[src/verilog/asl_pkg.sv]
package asl_pkg;
  // register indices; byte address is four times the index
  localparam logic [7:0] IDX_CTRL_PRI = 8'h2a;
  localparam logic [7:0] IDX_CTRL_SEC = 8'h2b;
  localparam logic [7:0] IDX_ENABLES = 8'h2c;
  localparam logic [7:0] IDX_STATUS = 8'h2d;
  localparam int ADDR_W = 10;
  localparam int DATA_W = 32;
  // primary control fields
  localparam int GAIN_HI = 7;
  localparam int GAIN_LO = 5;
  localparam int SYNC_MODE_BIT = 4;
  localparam int AGC_BIT = 3;
  localparam int SYNC_EN_BIT = 2;
  localparam int INSEL_HI = 1;
  localparam int INSEL_LO = 0;
  // secondary control fields
  localparam int AVG_BIT = 4;
  localparam int MODE_HI = 3;
  localparam int MODE_LO = 2;
  localparam int SPEED_HI = 1;
  localparam int SPEED_LO = 0;
  // enables register
  localparam int EXT_SYNC_BIT = 0;
  // reset values
  localparam logic [7:0] RST_CTRL_PRI = 8'h03;
  localparam logic [7:0] RST_CTRL_SEC = 8'h00;
  // codes
  localparam logic [1:0] MODE_LOWER_FREQ = 2'h1;
  localparam logic [1:0] MAP_OVERLAP = 2'h0;
  localparam logic [1:0] MAP_SEPARATE = 2'h1;
  localparam logic [1:0] MAP_ALL = 2'h2;
  localparam logic [1:0] SPD_FASTEST = 2'h0;
  localparam logic [1:0] SPD_FAST = 2'h1;
  localparam logic [1:0] SPD_MEDIUM = 2'h2;
  localparam logic [1:0] SPD_SLOW = 2'h3;
  localparam logic [2:0] GAIN_MAX = 3'h7;
  localparam logic [2:0] GAIN_MIN = 3'h0;
  // timing
  localparam longint CORE_CLK_HZ = 125000000;
  localparam longint INT_TICK_HZ = 5000000;
  localparam logic [4:0] INT_TICK_CYC = 5'(CORE_CLK_HZ / INT_TICK_HZ);
  localparam longint SLOW_AMP_MHZ = 3800;
  localparam longint SLOW_FREQ_MHZ = 7600;
  localparam longint SLOW_AMP_CYC_D =
    (CORE_CLK_HZ * 1000 + SLOW_AMP_MHZ - 1) / SLOW_AMP_MHZ;
  localparam longint SLOW_FREQ_CYC_D =
    (CORE_CLK_HZ * 1000 + SLOW_FREQ_MHZ - 1) / SLOW_FREQ_MHZ;
  localparam int PER_W = 26;
  localparam logic [7:0] LVL_THIRD = 8'h55;
  localparam logic [7:0] LVL_TWO_THIRDS = 8'haa;
  localparam logic [7:0] LVL_HALF = 8'h80;

  typedef enum logic {BUS_IDLE = 1'b0, BUS_ACK = 1'b1} asl_bus_e;
endpackage : asl_pkg

[src/verilog/asl_tick_div.sv]
`timescale 1ns/1ps
`default_nettype none
module asl_tick_div
  import asl_pkg::*;
(
  // clock and reset
  input wire logic clk,
  input wire logic rst,
  // period in cycles, 1 means every cycle
  input wire logic [PER_W-1:0] period,
  // one-cycle enable
  output logic tick
);
  typedef struct packed {
    logic [PER_W-1:0] cnt;
    logic tick;
  } asl_div_s;

  asl_div_s s_ff;
  asl_div_s nxt_s;

  always_comb begin
    nxt_s = s_ff;
    nxt_s.tick = 1'b0;
    // a shorter period takes effect at once instead of waiting out the old
    if (s_ff.cnt + PER_W'(1) >= period) begin
      nxt_s.cnt = '0;
      nxt_s.tick = 1'b1;
    end else begin
      nxt_s.cnt = s_ff.cnt + PER_W'(1);
    end
  end

  always_ff @(posedge clk) begin
    if (rst) begin
      s_ff <= '0;
    end else begin
      s_ff <= nxt_s;
    end
  end

  assign tick = s_ff.tick;
endmodule : asl_tick_div
`default_nettype wire

[src/verilog/asl_ctrl.sv]
// The Avalon-MM register port was left to the implementer.
`timescale 1ns/1ps
`default_nettype none
module asl_ctrl
  import asl_pkg::*;
#(
  parameter longint SLOW_AMP_CYC = SLOW_AMP_CYC_D,
  parameter longint SLOW_FREQ_CYC = SLOW_FREQ_CYC_D
) (
  // clock and reset
  input wire logic CORE_CLK,
  input wire logic RST,
  // avalon-mm slave
  input wire logic [ADDR_W-1:0] AVS_ADDRESS,
  input wire logic AVS_READ,
  input wire logic AVS_WRITE,
  input wire logic [DATA_W-1:0] AVS_WRITEDATA,
  input wire logic [3:0] AVS_BYTEENABLE,
  output logic [DATA_W-1:0] AVS_READDATA,
  output logic AVS_WAITREQUEST,
  // signal path inputs
  input wire logic AGC_RAISE,
  input wire logic AGC_LOWER,
  input wire logic [7:0] PEAK_LEVEL,
  input wire logic [7:0] BAND_LOW,
  input wire logic [7:0] BAND_MID,
  input wire logic [7:0] BAND_HIGH,
  // external timing pin
  input wire logic EXT_SYNC_CLK,
  // signal path controls
  output logic [2:0] GAIN_CODE,
  output logic [1:0] INPUT_ROUTE,
  output logic SYNC_ACTIVE,
  output logic FREQ_MODE,
  output logic FILTER_LOWER,
  output logic AVERAGING_ON,
  // light levels
  output logic [7:0] RED_LEVEL,
  output logic [7:0] GREEN_LEVEL,
  output logic [7:0] BLUE_LEVEL,
  // timing enables
  output logic PATTERN_TICK,
  output logic BOOST_TICK
);
  typedef struct packed {
    asl_bus_e bus;
    logic wait_n;
    logic [7:0] rdata;
    logic [7:0] ctrl_pri;
    logic [7:0] ctrl_sec;
    logic ext_sel;
    logic [2:0] agc_gain;
    logic agc_act;
    logic ext_d;
    logic [4:0] int_cnt;
    logic pat_tick;
    logic boost_tick;
    logic [2:0] gain_code;
    logic [1:0] route;
    logic sync_act;
    logic lower;
    logic [7:0] red;
    logic [7:0] green;
    logic [7:0] blue;
  } asl_state_s;

  asl_state_s s_ff;
  asl_state_s nxt_s;
  logic upd_tick;
  logic [PER_W-1:0] upd_period;

  // amplitude to light, returns {red, green, blue}
  function automatic logic [23:0] amp_map(input logic [1:0] mode,
                                          input logic [7:0] lvl);
    logic [7:0] r;
    logic [7:0] g;
    logic [7:0] b;
    r = '0;
    g = '0;
    b = '0;
    unique case (mode)
      MAP_SEPARATE: begin
        if (lvl < LVL_THIRD) begin
          r = lvl;
        end else if (lvl < LVL_TWO_THIRDS) begin
          g = lvl;
        end else begin
          b = lvl;
        end
      end
      MAP_ALL: begin
        r = lvl;
        g = lvl;
        b = lvl;
      end
      // code 11 is unassigned and falls back to the overlapping map
      MAP_OVERLAP, 2'h3: begin
        r = lvl;
        g = (lvl >= LVL_THIRD) ? lvl - LVL_THIRD : '0;
        b = (lvl >= LVL_HALF) ? lvl - LVL_HALF : '0;
      end
    endcase
    return {r, g, b};
  endfunction : amp_map

  // update period per speed; slow caps the rate, fast and medium divide it, fastest is every cycle
  function automatic logic [PER_W-1:0] speed_period(input logic [1:0] spd,
                                                    input logic freq);
    logic [PER_W-1:0] slow;
    slow = freq ? PER_W'(SLOW_FREQ_CYC) : PER_W'(SLOW_AMP_CYC);
    unique case (spd)
      SPD_FASTEST: return PER_W'(1);
      SPD_FAST: return slow >> 2;
      SPD_MEDIUM: return slow >> 1;
      SPD_SLOW: return slow;
    endcase
  endfunction : speed_period

  wire logic freq_mode = s_ff.ctrl_pri[SYNC_MODE_BIT];
  wire logic sync_on = s_ff.ctrl_pri[SYNC_EN_BIT];
  wire logic agc_on = s_ff.ctrl_pri[AGC_BIT];
  wire logic [2:0] man_gain = s_ff.ctrl_pri[GAIN_HI:GAIN_LO];
  wire logic [1:0] mode_ctrl = s_ff.ctrl_sec[MODE_HI:MODE_LO];
  wire logic [7:0] req_idx = AVS_ADDRESS[ADDR_W-1:2];
  wire logic req = AVS_READ | AVS_WRITE;

  assign upd_period = speed_period(s_ff.ctrl_sec[SPEED_HI:SPEED_LO],
                                   freq_mode);

  asl_tick_div u_upd_div (
    .clk(CORE_CLK),
    .rst(RST),
    .period(upd_period),
    .tick(upd_tick)
  );

  always_comb begin
    logic [23:0] amp_rgb;
    logic [7:0] rd;
    amp_rgb = amp_map(mode_ctrl, PEAK_LEVEL);
    rd = '0;
    nxt_s = s_ff;
    // bus: one wait cycle, then the answer stands for one cycle
    unique case (s_ff.bus)
      BUS_IDLE: begin
        if (req) begin
          nxt_s.bus = BUS_ACK;
          unique case (req_idx)
            IDX_CTRL_PRI: rd = s_ff.ctrl_pri;
            IDX_CTRL_SEC: rd = s_ff.ctrl_sec;
            IDX_ENABLES: rd = {7'h00, s_ff.ext_sel};
            IDX_STATUS: rd = {2'h0, s_ff.ext_d, s_ff.agc_gain,
                              s_ff.agc_act, s_ff.sync_act};
            default: rd = '0;
          endcase
          nxt_s.rdata = AVS_READ ? rd : '0;
        end
      end
      BUS_ACK: begin
        nxt_s.bus = BUS_IDLE;
        nxt_s.rdata = '0;
        if (AVS_WRITE && AVS_BYTEENABLE[0]) begin
          unique case (req_idx)
            IDX_CTRL_PRI: nxt_s.ctrl_pri = AVS_WRITEDATA[7:0];
            IDX_CTRL_SEC: nxt_s.ctrl_sec = AVS_WRITEDATA[7:0];
            IDX_ENABLES: nxt_s.ext_sel = AVS_WRITEDATA[EXT_SYNC_BIT];
            default: ;
          endcase
        end
      end
    endcase
    nxt_s.wait_n = (nxt_s.bus == BUS_ACK);

    // automatic gain starts at the manual code, then steps on requests
    nxt_s.agc_act = sync_on & agc_on;
    if (nxt_s.agc_act && !s_ff.agc_act) begin
      nxt_s.agc_gain = man_gain;
    end else if (s_ff.agc_act) begin
      if (AGC_RAISE && !AGC_LOWER && s_ff.agc_gain != GAIN_MAX) begin
        nxt_s.agc_gain = s_ff.agc_gain + 3'h1;
      end else if (AGC_LOWER && !AGC_RAISE && s_ff.agc_gain != GAIN_MIN) begin
        nxt_s.agc_gain = s_ff.agc_gain - 3'h1;
      end
    end
    nxt_s.gain_code = s_ff.agc_act ? s_ff.agc_gain : man_gain;
    nxt_s.route = s_ff.ctrl_pri[INSEL_HI:INSEL_LO];
    nxt_s.sync_act = sync_on;
    nxt_s.lower = freq_mode && (mode_ctrl == MODE_LOWER_FREQ);

    // light levels clear at once while sync is off, otherwise move only on the speed-limited update tick
    if (!sync_on) begin
      nxt_s.red = '0;
      nxt_s.green = '0;
      nxt_s.blue = '0;
    end else if (upd_tick) begin
      if (freq_mode) begin
        nxt_s.red = BAND_LOW;
        nxt_s.blue = BAND_MID;
        nxt_s.green = BAND_HIGH;
      end else begin
        {nxt_s.red, nxt_s.green, nxt_s.blue} = amp_rgb;
      end
    end

    // internal 5 MHz tick; the boost always uses it
    if (s_ff.int_cnt + 5'h1 >= INT_TICK_CYC) begin
      nxt_s.int_cnt = '0;
      nxt_s.boost_tick = 1'b1;
    end else begin
      nxt_s.int_cnt = s_ff.int_cnt + 5'h1;
      nxt_s.boost_tick = 1'b0;
    end
    // pin is sampled at 125 MHz, so it must stay well below half of that
    nxt_s.ext_d = EXT_SYNC_CLK;
    nxt_s.pat_tick = s_ff.ext_sel ? (EXT_SYNC_CLK & ~s_ff.ext_d)
                                  : nxt_s.boost_tick;
  end

  always_ff @(posedge CORE_CLK) begin
    if (RST) begin
      s_ff <= '0;
      s_ff.bus <= BUS_IDLE;
      s_ff.ctrl_pri <= RST_CTRL_PRI;
      s_ff.ctrl_sec <= RST_CTRL_SEC;
      s_ff.route <= RST_CTRL_PRI[INSEL_HI:INSEL_LO];
    end else begin
      s_ff <= nxt_s;
    end
  end

  assign AVS_READDATA = {24'h000000, s_ff.rdata};
  assign AVS_WAITREQUEST = ~s_ff.wait_n;
  assign GAIN_CODE = s_ff.gain_code;
  assign INPUT_ROUTE = s_ff.route;
  assign SYNC_ACTIVE = s_ff.sync_act;
  assign FREQ_MODE = s_ff.ctrl_pri[SYNC_MODE_BIT];
  assign FILTER_LOWER = s_ff.lower;
  assign AVERAGING_ON = s_ff.ctrl_sec[AVG_BIT];
  assign RED_LEVEL = s_ff.red;
  assign GREEN_LEVEL = s_ff.green;
  assign BLUE_LEVEL = s_ff.blue;
  assign PATTERN_TICK = s_ff.pat_tick;
  assign BOOST_TICK = s_ff.boost_tick;
endmodule : asl_ctrl
`default_nettype wire

[config.mk]
export PLATFORM = sky130hd
export DESIGN_NAME = asl_ctrl
export DESIGN_NICKNAME = d
export VERILOG_FILES = /design/src/verilog/asl_pkg.sv /design/src/verilog/asl_tick_div.sv /design/src/verilog/asl_ctrl.sv
export SDC_FILE = /design/constraint.sdc
export NUM_CORES = 1
export LEC_CHECK = 0
export BUFFER_PORTS_ARGS = -buffer_cell sky130_fd_sc_hd__buf_4
export CAP_MARGIN = 20
export CORE_MARGIN = 2
export CORE_UTILIZATION = 25
export DETAILED_ROUTE_END_ITERATION = 8
export MAX_ROUTING_LAYER = met4
export RECOVER_POWER = 50
export SETUP_SLACK_MARGIN = 0.05
export SKIP_LAST_GASP = 1
export SYNTH_ARGS = -nofsm -noshare
export SYNTH_HDL_FRONTEND = slang
export SYNTH_SLANG_ARGS = --single-unit
[constraint.sdc]
create_clock -name CORE_CLK -period 3.2 [get_ports CORE_CLK]
set_clock_uncertainty 0.1 [all_clocks]
set_input_delay 0.8 -clock CORE_CLK [delete_from_list [all_inputs] [get_ports CORE_CLK]]
set_output_delay 0.8 -clock CORE_CLK [all_outputs]
set_load 0.01 [all_outputs]
After elaboration in Yosys (flattened, before gate mapping)
Cells that the tools add are included.
- bits in registers: 96
- input bits: 85
- output and inout port bits: 68
- word-level logic and storage cells: 101
- add/sub/neg operators: 6
- magnitude comparators: 6
- equality and inequality tests: 12
- muxes and demuxes: 27
- bitwise operators: 6
- reduce and logical (&&, ||, !) cells: 24
- operator list (cell ; number):
    case mux 26 bit (4 select lines) ; 1
    2-to-1 mux 8 bit ; 9
    case mux 8 bit (3 select lines) ; 2
    equality test 8 x 6 -> 1 bit, second input constant ; 4
    case mux 8 bit (2 select lines) ; 2
    case mux 8 bit (4 select lines) ; 1
    adder 26 x 1 -> 26 bit, second input constant ; 1
    greater-or-equal comparator 26 bit ; 1
    2-to-1 mux 25 bit ; 1
    2-to-1 mux 24 bit ; 1
    2-to-1 mux 3 bit ; 5
    AND reduction 3 bit ; 3
    equality test 2 bit, second input constant ; 4
    greater-or-equal comparator 8 x 7 -> 1 bit, second input constant ; 1
    greater-or-equal comparator 8 bit, second input constant ; 1
    less-than comparator 8 x 7 -> 1 bit, second input constant ; 1
    less-than comparator 8 bit, second input constant ; 1
    OR reduction 2 bit ; 4
    subtractor 8 x 7 -> 8 bit, second input constant ; 1
    subtractor 8 bit, second input constant ; 1
    logical AND 1 bit ; 7
    nonzero test 3 bit ; 2
    adder 5 x 1 -> 5 bit, second input constant ; 1
    greater-or-equal comparator 5 bit, second input constant ; 1
    other kinds (15) ; 25

Depth between registers and ports, before layout
Gate-level depths: netlist (run 1).
- depth after elaboration: 7
- depth in mapped cells: 14
- gate-level depth less buffers: 13

Cells and area by module
From an unflattened synthesis (run 1), not the netlist that was laid out.
- cell total of the unflattened synthesis: 739
- area total of the unflattened synthesis: 6168.4 um2
- by module, submodules not included (module ; instances ; cells an instance ; area each (um2) ; seq. area each (um2)):
    asl_ctrl ; 1 ; 510 ; 4184.0 ; 1381.3
    asl_tick_div ; 1 ; 229 ; 1984.4 ; 540.5

Worst setup path before layout (run 1)
No wires, ideal clock.
- path kind: flip-flop to flip-flop
- from: register s_ff, in the netlist FREQ_MODE
- to: register u_upd_div.s_ff, in the netlist u_upd_div.tick
- library setup time: 120 ps
- data arrival time: 2795 ps
- data required time: 2980 ps
- slack: 185 ps
- stages on the path, launching flop included: 12
- path buffers: 3
- clock period less this slack: 3015 ps
- cell sequence: dfxtp_1 clkbuf_1 clkbuf_1 clkbuf_1 mux2i_1 ha_1 and4_1 and3_1 a211oi_1 o211a_1 nor2_1 o31a_1
- longest elaborated chain between the ends: 4
- ends and longest elaborated chain (item ; line ; text):
    start: declaration ; asl_ctrl.sv:67 ; asl_state_s s_ff;
    start signal: assignment ; asl_ctrl.sv:227 ; s_ff <= nxt_s;
    2-to-1 mux 25 bit ; asl_ctrl.sv:110 ; slow = freq ? PER_W'(SLOW_FREQ_CYC) : PER_W'(SLOW_AMP_CYC);
    case mux 26 bit (4 select lines) ; asl_ctrl.sv:111 ; unique case (spd)
    greater-or-equal comparator 26 bit ; asl_tick_div.sv:26 ; if (s_ff.cnt + PER_W'(1) >= period) begin
    2-to-1 mux 1 bit ; asl_tick_div.sv:26 ;
    end signal: assignment ; asl_tick_div.sv:38 ; s_ff <= nxt_s;
    end: declaration ; asl_tick_div.sv:19 ; asl_div_s s_ff;
Every way passes these cells. The select of a mux whose other input is x is not followed.
A chain may end at the register's enable or synchronous reset.

Worst setup path in the final report (run 1)
- from: register u_upd_div.s_ff[1] in the netlist's numbering
- to: register u_upd_div.s_ff[9] in the netlist's numbering
- longest elaborated chain between the ends: 3
- ends and longest elaborated chain (item ; line):
    adder 26 x 1 -> 26 bit * ; asl_tick_div.sv:26, asl_tick_div.sv:30
    greater-or-equal comparator 26 bit ; asl_tick_div.sv:26
    OR reduction 2 bit (no source line) ; -
Mark *: on every way between the ends. The rest lies on a longest branch, timed or not.

==> key figures, run 1 <==
Global routing
  – Largest net degree at the start of global routing: 31
  – First-pass GRT wire length: 22900 microns
  – Total GRT Usage: 12.3%
  – Number of global-route vias before repair: 4492
  – Grt total ovfl: 0
  – Initial antenna violation count: 0

Logic synthesis
  – Leading post-synthesis cells by cell area: dfxtp_1 (33%), ha_1 (8.0%), buf_4 (7.9%)
  – Synth Register Bits: 96
  – Sequential-to-total area share from yosys stat: 33.3%
  – Post-synth EDFFs: 0
  – Top-area cell type share of the netlist area: 33.3%
  – Mapped Avg Cell Area: 8.79 sq um
  – Library cells used by synthesis: 71
  – YS warnings: 0
  – Post-synth top flop: dfxtp_1
  – Asr flop ratio synth: 0%
  – Post-synth design cell area: 5770 sq um
  – Post-Syn Instances: 657
  – Synth area leader: dfxtp_1

Setup path
  – R2R Path End: u_upd_div.s_ff[9]
  – Crit path DAT: 3.20 ns
  – Critical Path Max Stage Delay: 0.35 ns
  – Crit Path Category: flip-flop to flip-flop
  – Startpoint types: flip-flop
  – FF-to-FF path depth: 15
  – Critical Path RT: 3.39 ns
  – Worst R2R Start: u_upd_div.s_ff[1]
  – Most common cell type on the critical path: buf_4
  – Worst path cell trace: ha_1 > nand2_1 > nor3_2 > buf_4 > and3_1 > xor2_1 > ha_1 > and4_1 > and3_1 > a211oi_2 > o211a_1 > o21ai_2 > buf_4 > buf_4 > nor2b_2
  – R2r setup slk: 0.20 ns
  – Crit-path max FO: 7
  – Worst Setup End Kind: flip-flop
  – Slowest CP cell: dfxtp_2

Power and ir drop
  – Leakage: 2.85 nW
  – Clock power frac: 46.3%
  – Logic pwr share: 6.9%
  – Cell Int Power: 0.00197 W
  – Reg power frac: 46.8%
  – Sw frac: 23.5%
  – PwrDens: 379 nW/um^2
  – Psw: 0.000604 W
  – VDD IR max: 0.194 mV

Timing
  – Period utilization: 93.9%
  – Setup TNS Final: 0 ns
  – Highest clock rate: 333 MHz
  – Worst hold margin: 0.359 ns
  – Final setup fails: 0
  – RSZ-0062 raised after global routing: no
  – Worst-Margin Slew: 1.26 ns
  – Worst slew margin: 16.0%
  – Fin crit period: 3.00 ns
  – Final Hold Viols: 0
  – Max Slew Vio Count: 0

Final layout
  – Multi-input gate area: 3260 sq um
  – Final nets: 858
  – Antenna cells: 0
  – P&R area growth vs syn: 17.8%
  – Design area: 6800 sq um
  – Share of cells above drive strength 1: 20.4%
  – Fill count: 2431
  – Reg area: 1930 sq um

Clock tree
  – Clk_lat worst skew: 0.36 ns
  – CTS buffer count: 9
  – Hold Buf Count CTS: 0
  – Clock transition at the registers of the reported paths: 0.07 ns
  – CTS tree: yes
  – H-Tree Depth: 3
  – Maximum root-to-sink buffer count: 2
  – Clock Sinks: 96
  – Clock Tree Root: clkbuf_16

Route
  – Routed WL: 14400 microns
  – DRC Markers: 0
  – Initial DRC Count: 249
  – Drt first pass iters: 5
  – WL/cell: 14.0 microns
  – Via/cell ratio: 4.66
  – Via Count: 4778
  – Post-route antenna net violation count: 0

Floorplanning
  – Die ar.: 24300 sq um
  – Die width: 156 microns
  – Initial Util: 25.5%
  – # IOs: 153
  – Chip height: 156 microns
  – Core Area: 22600 sq um
  – Cell row count: 55

Hold path
  – Worst hold stages: 2
  – Hold path start: GREEN_LEVEL[2]
  – Path category of the worst min-delay check: flip-flop to flip-flop
  – Hold Path Sink: GREEN_LEVEL[2]

Placed design
  – DP Area: 6620 sq um
  – Hpwl dp: 11100 microns
  – Gp weighted congestion: 0.825
  – PortBufs: 99

Job
  – MaxCap Viol Count: 0

Status
  – Outcome: completed
cell type report:
class                   instances  share of cell area, %
inverters                      35                   1.93
multi-input cells             464                   47.9
clock inverters                 7                   1.45
clock buffers                   9                   3.31
well taps                     285                   5.24
flip-flops and latches         96                   28.3
repair buffers                129                   11.8
state kept, by name, summed over array words and instances, names as in the netlist, 2 cells and up:
| name | cells |
|---|---|
| INPUT_ROUTE | 2 |
| mode_ctrl | 2 |
| nxt_s | 3 |
| GREEN_LEVEL | 8 |
| u_upd_div.s_ff | 26 |
| man_gain | 3 |
| BLUE_LEVEL | 8 |
| AVS_READDATA | 8 |
| GAIN_CODE | 3 |
| RED_LEVEL | 8 |
| s_ff | 17 |
Yosys cell counts, drive strengths merged, types with 3 or more instances:
cell type	number
inv	35
buf	70
a21oi	19
nor2	51
a21o	8
nor3	10
and2b	5
nand4	7
a2111oi	5
xnor2	14
o21a	12
nor3b	5
and2	4
o2111ai	4
mux2i	21
clkbuf	16
a222oi	11
dfxtp	96
a22oi	4
and4	7
and3	12
xor2	15
nand2	42
a31oi	9
nor2b	30
o22ai	4
a211oi	6
o31ai	5
nand2b	3
o21ai	37
ha	37
nand3	23
nand3b	3
stage by stage:
step	setup slack [ns]	utilization (%)	power, W	std cells
after floorplan	0.185	-	0.00135	681
after global placement	0.129	29.2	0.00141	1009
after detailed placement	0.128	29.2	0.00141	1009
after CTS	0.0961	30.7	0.00262	1025
after global routing	0.0329	30.0	0.00267	1025
final	0.196	30.0	0.00258	1025
routing by layer:
| layer | share of wire, % | global-route usage (%) | vias up |
|---|---|---|---|
| met3 | 6.0 | 2.67 | 13 |
| li1 | - | - | 2407 |
| met5 | 0 | - | - |
| met4 | 1.4 | 3.49 | 0 |
| met1 | 47 | 15.4 | 2217 |
| met2 | 46 | 19.9 | 141 |
placed cells by master (no fill, tap or decap), types with 5 or more instances in the layout:
master,synthesis,layout
and2b_2,5,5
a222oi_1,11,11
nor2b_1,12,12
nor3_1,8,8
a21oi_1,19,19
a21o_1,8,8
nor3b_1,5,5
nor2_1,49,48
o21a_1,12,12
and4_1,6,5
a31oi_1,9,9
clkbuf_1,16,48
ha_1,37,37
nand3_1,23,22
dfxtp_1,96,91
conb_1,1,25
nand2_1,42,41
o21ai_0,35,34
buf_4,61,78
a2111oi_0,5,5
dfxtp_2,0,5
and3_1,11,10
clkbuf_16,0,9
nor2b_2,14,14
xnor2_1,14,13
o31ai_1,5,5
inv_1,35,35
xor2_1,15,15
mux2i_1,21,21
cell families (layout without fill, tap and decap cells):
logic type | Yosys count | count (layout) | share of synthesized area, %
simple gates | 208 | 208 | 20.7
compound gates | 143 | 143 | 17.2
buf+inv | 121 | 180 | 12.3
flops | 96 | 96 | 33.3
fa+ha+maj | 38 | 38 | 8.37
xor+xnor | 29 | 29 | 4.40
mux | 21 | 21 | 3.64
other cells | 1 | 25 | 0.0650
critical path: cells and delay by family, from the launching register on:
family / cells / cell delay (ns)
AND/OR/NAND/NOR: 6 / 0.87
XOR/XNOR: 1 / 0.21
AO/OA/AOI/OAI: 3 / 0.49
adder cells (fa/ha/maj): 2 / 0.44
flip-flops: 1 / 0.35
buffers and inverters: 3 / 0.49
power groups by stage:
stage               Sequential [W]  Combinational, W  Clock, W
global route               0.00121          0.000199   0.00127
CTS                        0.00121          0.000181   0.00123
detailed placement         0.00123          0.000180         0
finish                     0.00121          0.000178   0.00119
floorplan                  0.00123          0.000114         0
global placement           0.00123          0.000180         0
worst max path at each step:
stage | from | end | slack (ns)
6_report | u_upd_div.s_ff[1] | u_upd_div.s_ff[9] | 0.20
5_1_grt | s_ff[44] | u_upd_div.s_ff[4] | 0.03
4_1_cts | u_upd_div.s_ff[6] | u_upd_div.s_ff[9] | 0.1
3_5_place_dp | u_upd_div.s_ff[6] | u_upd_div.s_ff[9] | 0.13
3_3_place_gp | u_upd_div.s_ff[6] | u_upd_div.s_ff[9] | 0.13
2_1_floorplan | FREQ_MODE | u_upd_div.tick | 0.19
timing repair:
item	CTS	global route
setup endpoints to repair	0	26
setup buffers	0	0
resized for setup	0	14
Power figures use the tool's default switching activity.
==> run 2, diff against run 1 <==
==> constraint.sdc (replaced) <==
create_clock -name CORE_CLK -period 2.7 [get_ports CORE_CLK]
set_clock_uncertainty 0.1 [all_clocks]
set_input_delay 0.675 -clock CORE_CLK [delete_from_list [all_inputs] [get_ports CORE_CLK]]
set_output_delay 0.675 -clock CORE_CLK [all_outputs]
set_load 0.01 [all_outputs]
==> run 2 against run 1 <==
Compared with the run above:
- the run now ends with negative setup slack left
- die area stayed put
- total power is 13% higher
- sequential power grew 18%
- critical path depth fell by 1
- sequential cell count unchanged
- utilization grew 2.5 points
- hold slack about the same
- count of clock-buffer cells in the layout unchanged
- via count up 3.9%
- final area up 8.4%
- critical endpoint is now u_upd_div.s_ff[19]
- largest power group unchanged
==> key figures, run 2 (synthesis gave the netlist of run 1 again) <==
Power and ir drop
  – Leakage: 3.24 nW
  – Psw: 0.000753 W
  – VDD IR max: 0.218 mV
  – PwrDens: 396 nW/um^2
  – Logic pwr share: 7.5%
  – Sw frac: 25.8%
  – Clock power frac: 43.6%
  – Cell Int Power: 0.00217 W
  – Reg power frac: 48.9%
  – Total power: 0.00292 W

Floorplanning
  – Cell row count: 55
  – Die ar.: 24300 sq um
  – # IOs: 153
  – Core Area: 22600 sq um
  – Die width: 156 microns
  – Initial Util: 25.5%
  – Chip height: 156 microns

Final layout
  – Final nets: 920
  – Most frequent cells in the layout: buf_4 (140), dfxtp_1 (87), nor2_1 (48)
  – Share of cells above drive strength 1: 28.8%
  – Max reg flops: 26
  – P&R area growth vs syn: 27.8%
  – Most flops, register: u_upd_div.s_ff
  – Commonest non-fill, non-tap cell in the layout: buf_4
  – Regs by FF count: u_upd_div.s_ff: 26 flops, s_ff: 17 flops
  – Final Util: 32.6%
  – Antenna cells: 0
  – Fill count: 2356
  – Non-filler cells, final: 1087

Timing
  – Final worst slack: -0.335 ns
  – Final Hold Viols: 0
  – Period utilization: 112%
  – Highest clock rate: 330 MHz
  – RSZ-0062 raised after global routing: yes
  – Worst-Margin Slew: 1.28 ns
  – Worst slew margin: 14.6%
  – Fin crit period: 3.03 ns
  – Final setup fails: 26
  – Max Slew Vio Count: 0

Setup path
  – Crit Path Category: flip-flop to flip-flop
  – Crit path DAT: 3.23 ns
  – Crit-path max FO: 9
  – Startpoint types: flip-flop
  – Critical Path RT: 2.90 ns
  – Worst Setup End Kind: flip-flop

Clock tree
  – Clock transition at the registers of the reported paths: 0.07 ns
  – Maximum root-to-sink buffer count: 2
  – Clk_lat worst skew: 0.36 ns
  – H-Tree Depth: 3
  – Clock Tree Root: clkbuf_16
  – CTS buffer count: 9
  – Clock Sinks: 96
  – CTS tree: yes

Route
  – Via/cell ratio: 4.57
  – Routed WL: 15200 microns
  – Initial DRC Count: 246
  – Post-route antenna net violation count: 0
  – Via Count: 4965
  – WL/cell: 13.9 microns
  – DRC Markers: 0
  – Drt first pass iters: 7

Status
  – Outcome: finished with violations
  – Failing checks: negative setup slack

Global routing
  – Largest net degree at the start of global routing: 30
  – First-pass GRT wire length: 23900 microns
  – Number of global-route vias before repair: 4752
  – Grt total ovfl: 0
  – Initial antenna violation count: 0
  – Total GRT Usage: 12.7%

Placed design
  – Placed instance count: 1063
  – Gp weighted congestion: 0.800
  – PortBufs: 99
  – Hpwl dp: 11600 microns

Job
  – MaxCap Viol Count: 0

Hold path
  – Path category of the worst min-delay check: flip-flop to flip-flop
## run 2: cell count changes in the layout (fill, tap and decap cells not counted), sizes merged
cell | previous run | this run
buf | 80 | 145
clkbuf | 58 | 55
bufinv | 2 | 0
clkinv | 1 | 2
inv | 38 | 39
## run 2: timing repair
item,4_1_cts,5_1_grt
hold endpoints to repair,0,0
resized for setup,11,7
hold buffers,0,0
setup buffers,6,2
pin swaps,14,8
setup endpoints to repair,26,26
## run 2: cell type report
type	count	area, sq um	share of cell area (%)
Clock inverter	7	61.3	0.831
Clock buffer	9	225	3.05
Tap cell	285	357	4.84
Multi-Input combinational cell	464	3360	45.6
Inverter	35	131	1.78
Timing Repair Buffer	191	1300	17.6
Sequential cell	96	1940	26.3
## run 2: final timing paths
check / depth (start not counted) / startpoint / to / slack (ns)
max: 14 / u_upd_div.s_ff[1] / u_upd_div.s_ff[19] / -0.33
min: 2 / GREEN_LEVEL[2] / GREEN_LEVEL[2] / 0.36
max reg2reg: 14 / u_upd_div.s_ff[1] / u_upd_div.s_ff[19] / -0.33
min reg2reg: 2 / GREEN_LEVEL[2] / GREEN_LEVEL[2] / 0.36
## run 2: critical path, cell delays in order (launching register included)
cell and delay, ns:
dfxtp_4 0.39, ha_4 0.15, nand2_4 0.06, nor3_4 0.32, and3_1 0.25, xor2_2 0.18, ha_1 0.25, and4_1 0.19
and3_4 0.18, a211oi_2 0.23, o211a_4 0.21, o21ai_4 0.06, buf_12 0.16, buf_4 0.16, nor2b_2 0.09
## run 2: layer usage
layer  share of wire [%]  global-route usage [%]  vias to the layer above  wire, microns
met5                   0                       -                        -              0
met4                 1.3                    4.15                        0            193
met3                 5.3                    2.50                       12            808
met2                  47                    20.5                      129           7110
met1                  47                    16.1                     2304           7050
li1                    -                       -                     2520              -
## run 2: power groups by stage
stage / Sequential [W] / Clock [W] / Combinational, W
after global placement: 0.00146 / 0 / 0.000218
after global routing: 0.00143 / 0.00137 / 0.000243
after CTS: 0.00143 / 0.00131 / 0.000220
after detailed placement: 0.00146 / 0 / 0.000219
final: 0.00143 / 0.00127 / 0.000218
after floorplan: 0.00146 / 0 / 0.000135
## run 2: stage by stage
| stage | TNS [ns] | worst slack (ns) | hold WS [ns] | instance area, sq um |
|---|---|---|---|---|
| after floorplan | -0.202 | -0.0116 | 0.326 | 5960 |
| after global placement | -8.61 | -0.384 | 0.343 | 7110 |
| after detailed placement | -9.53 | -0.429 | 0.350 | 7110 |
| after CTS | -6.56 | -0.281 | 0.368 | 7500 |
| after global routing | -11.30 | -0.465 | 0.403 | 7370 |
| final | -7.93 | -0.335 | 0.359 | 7370 |
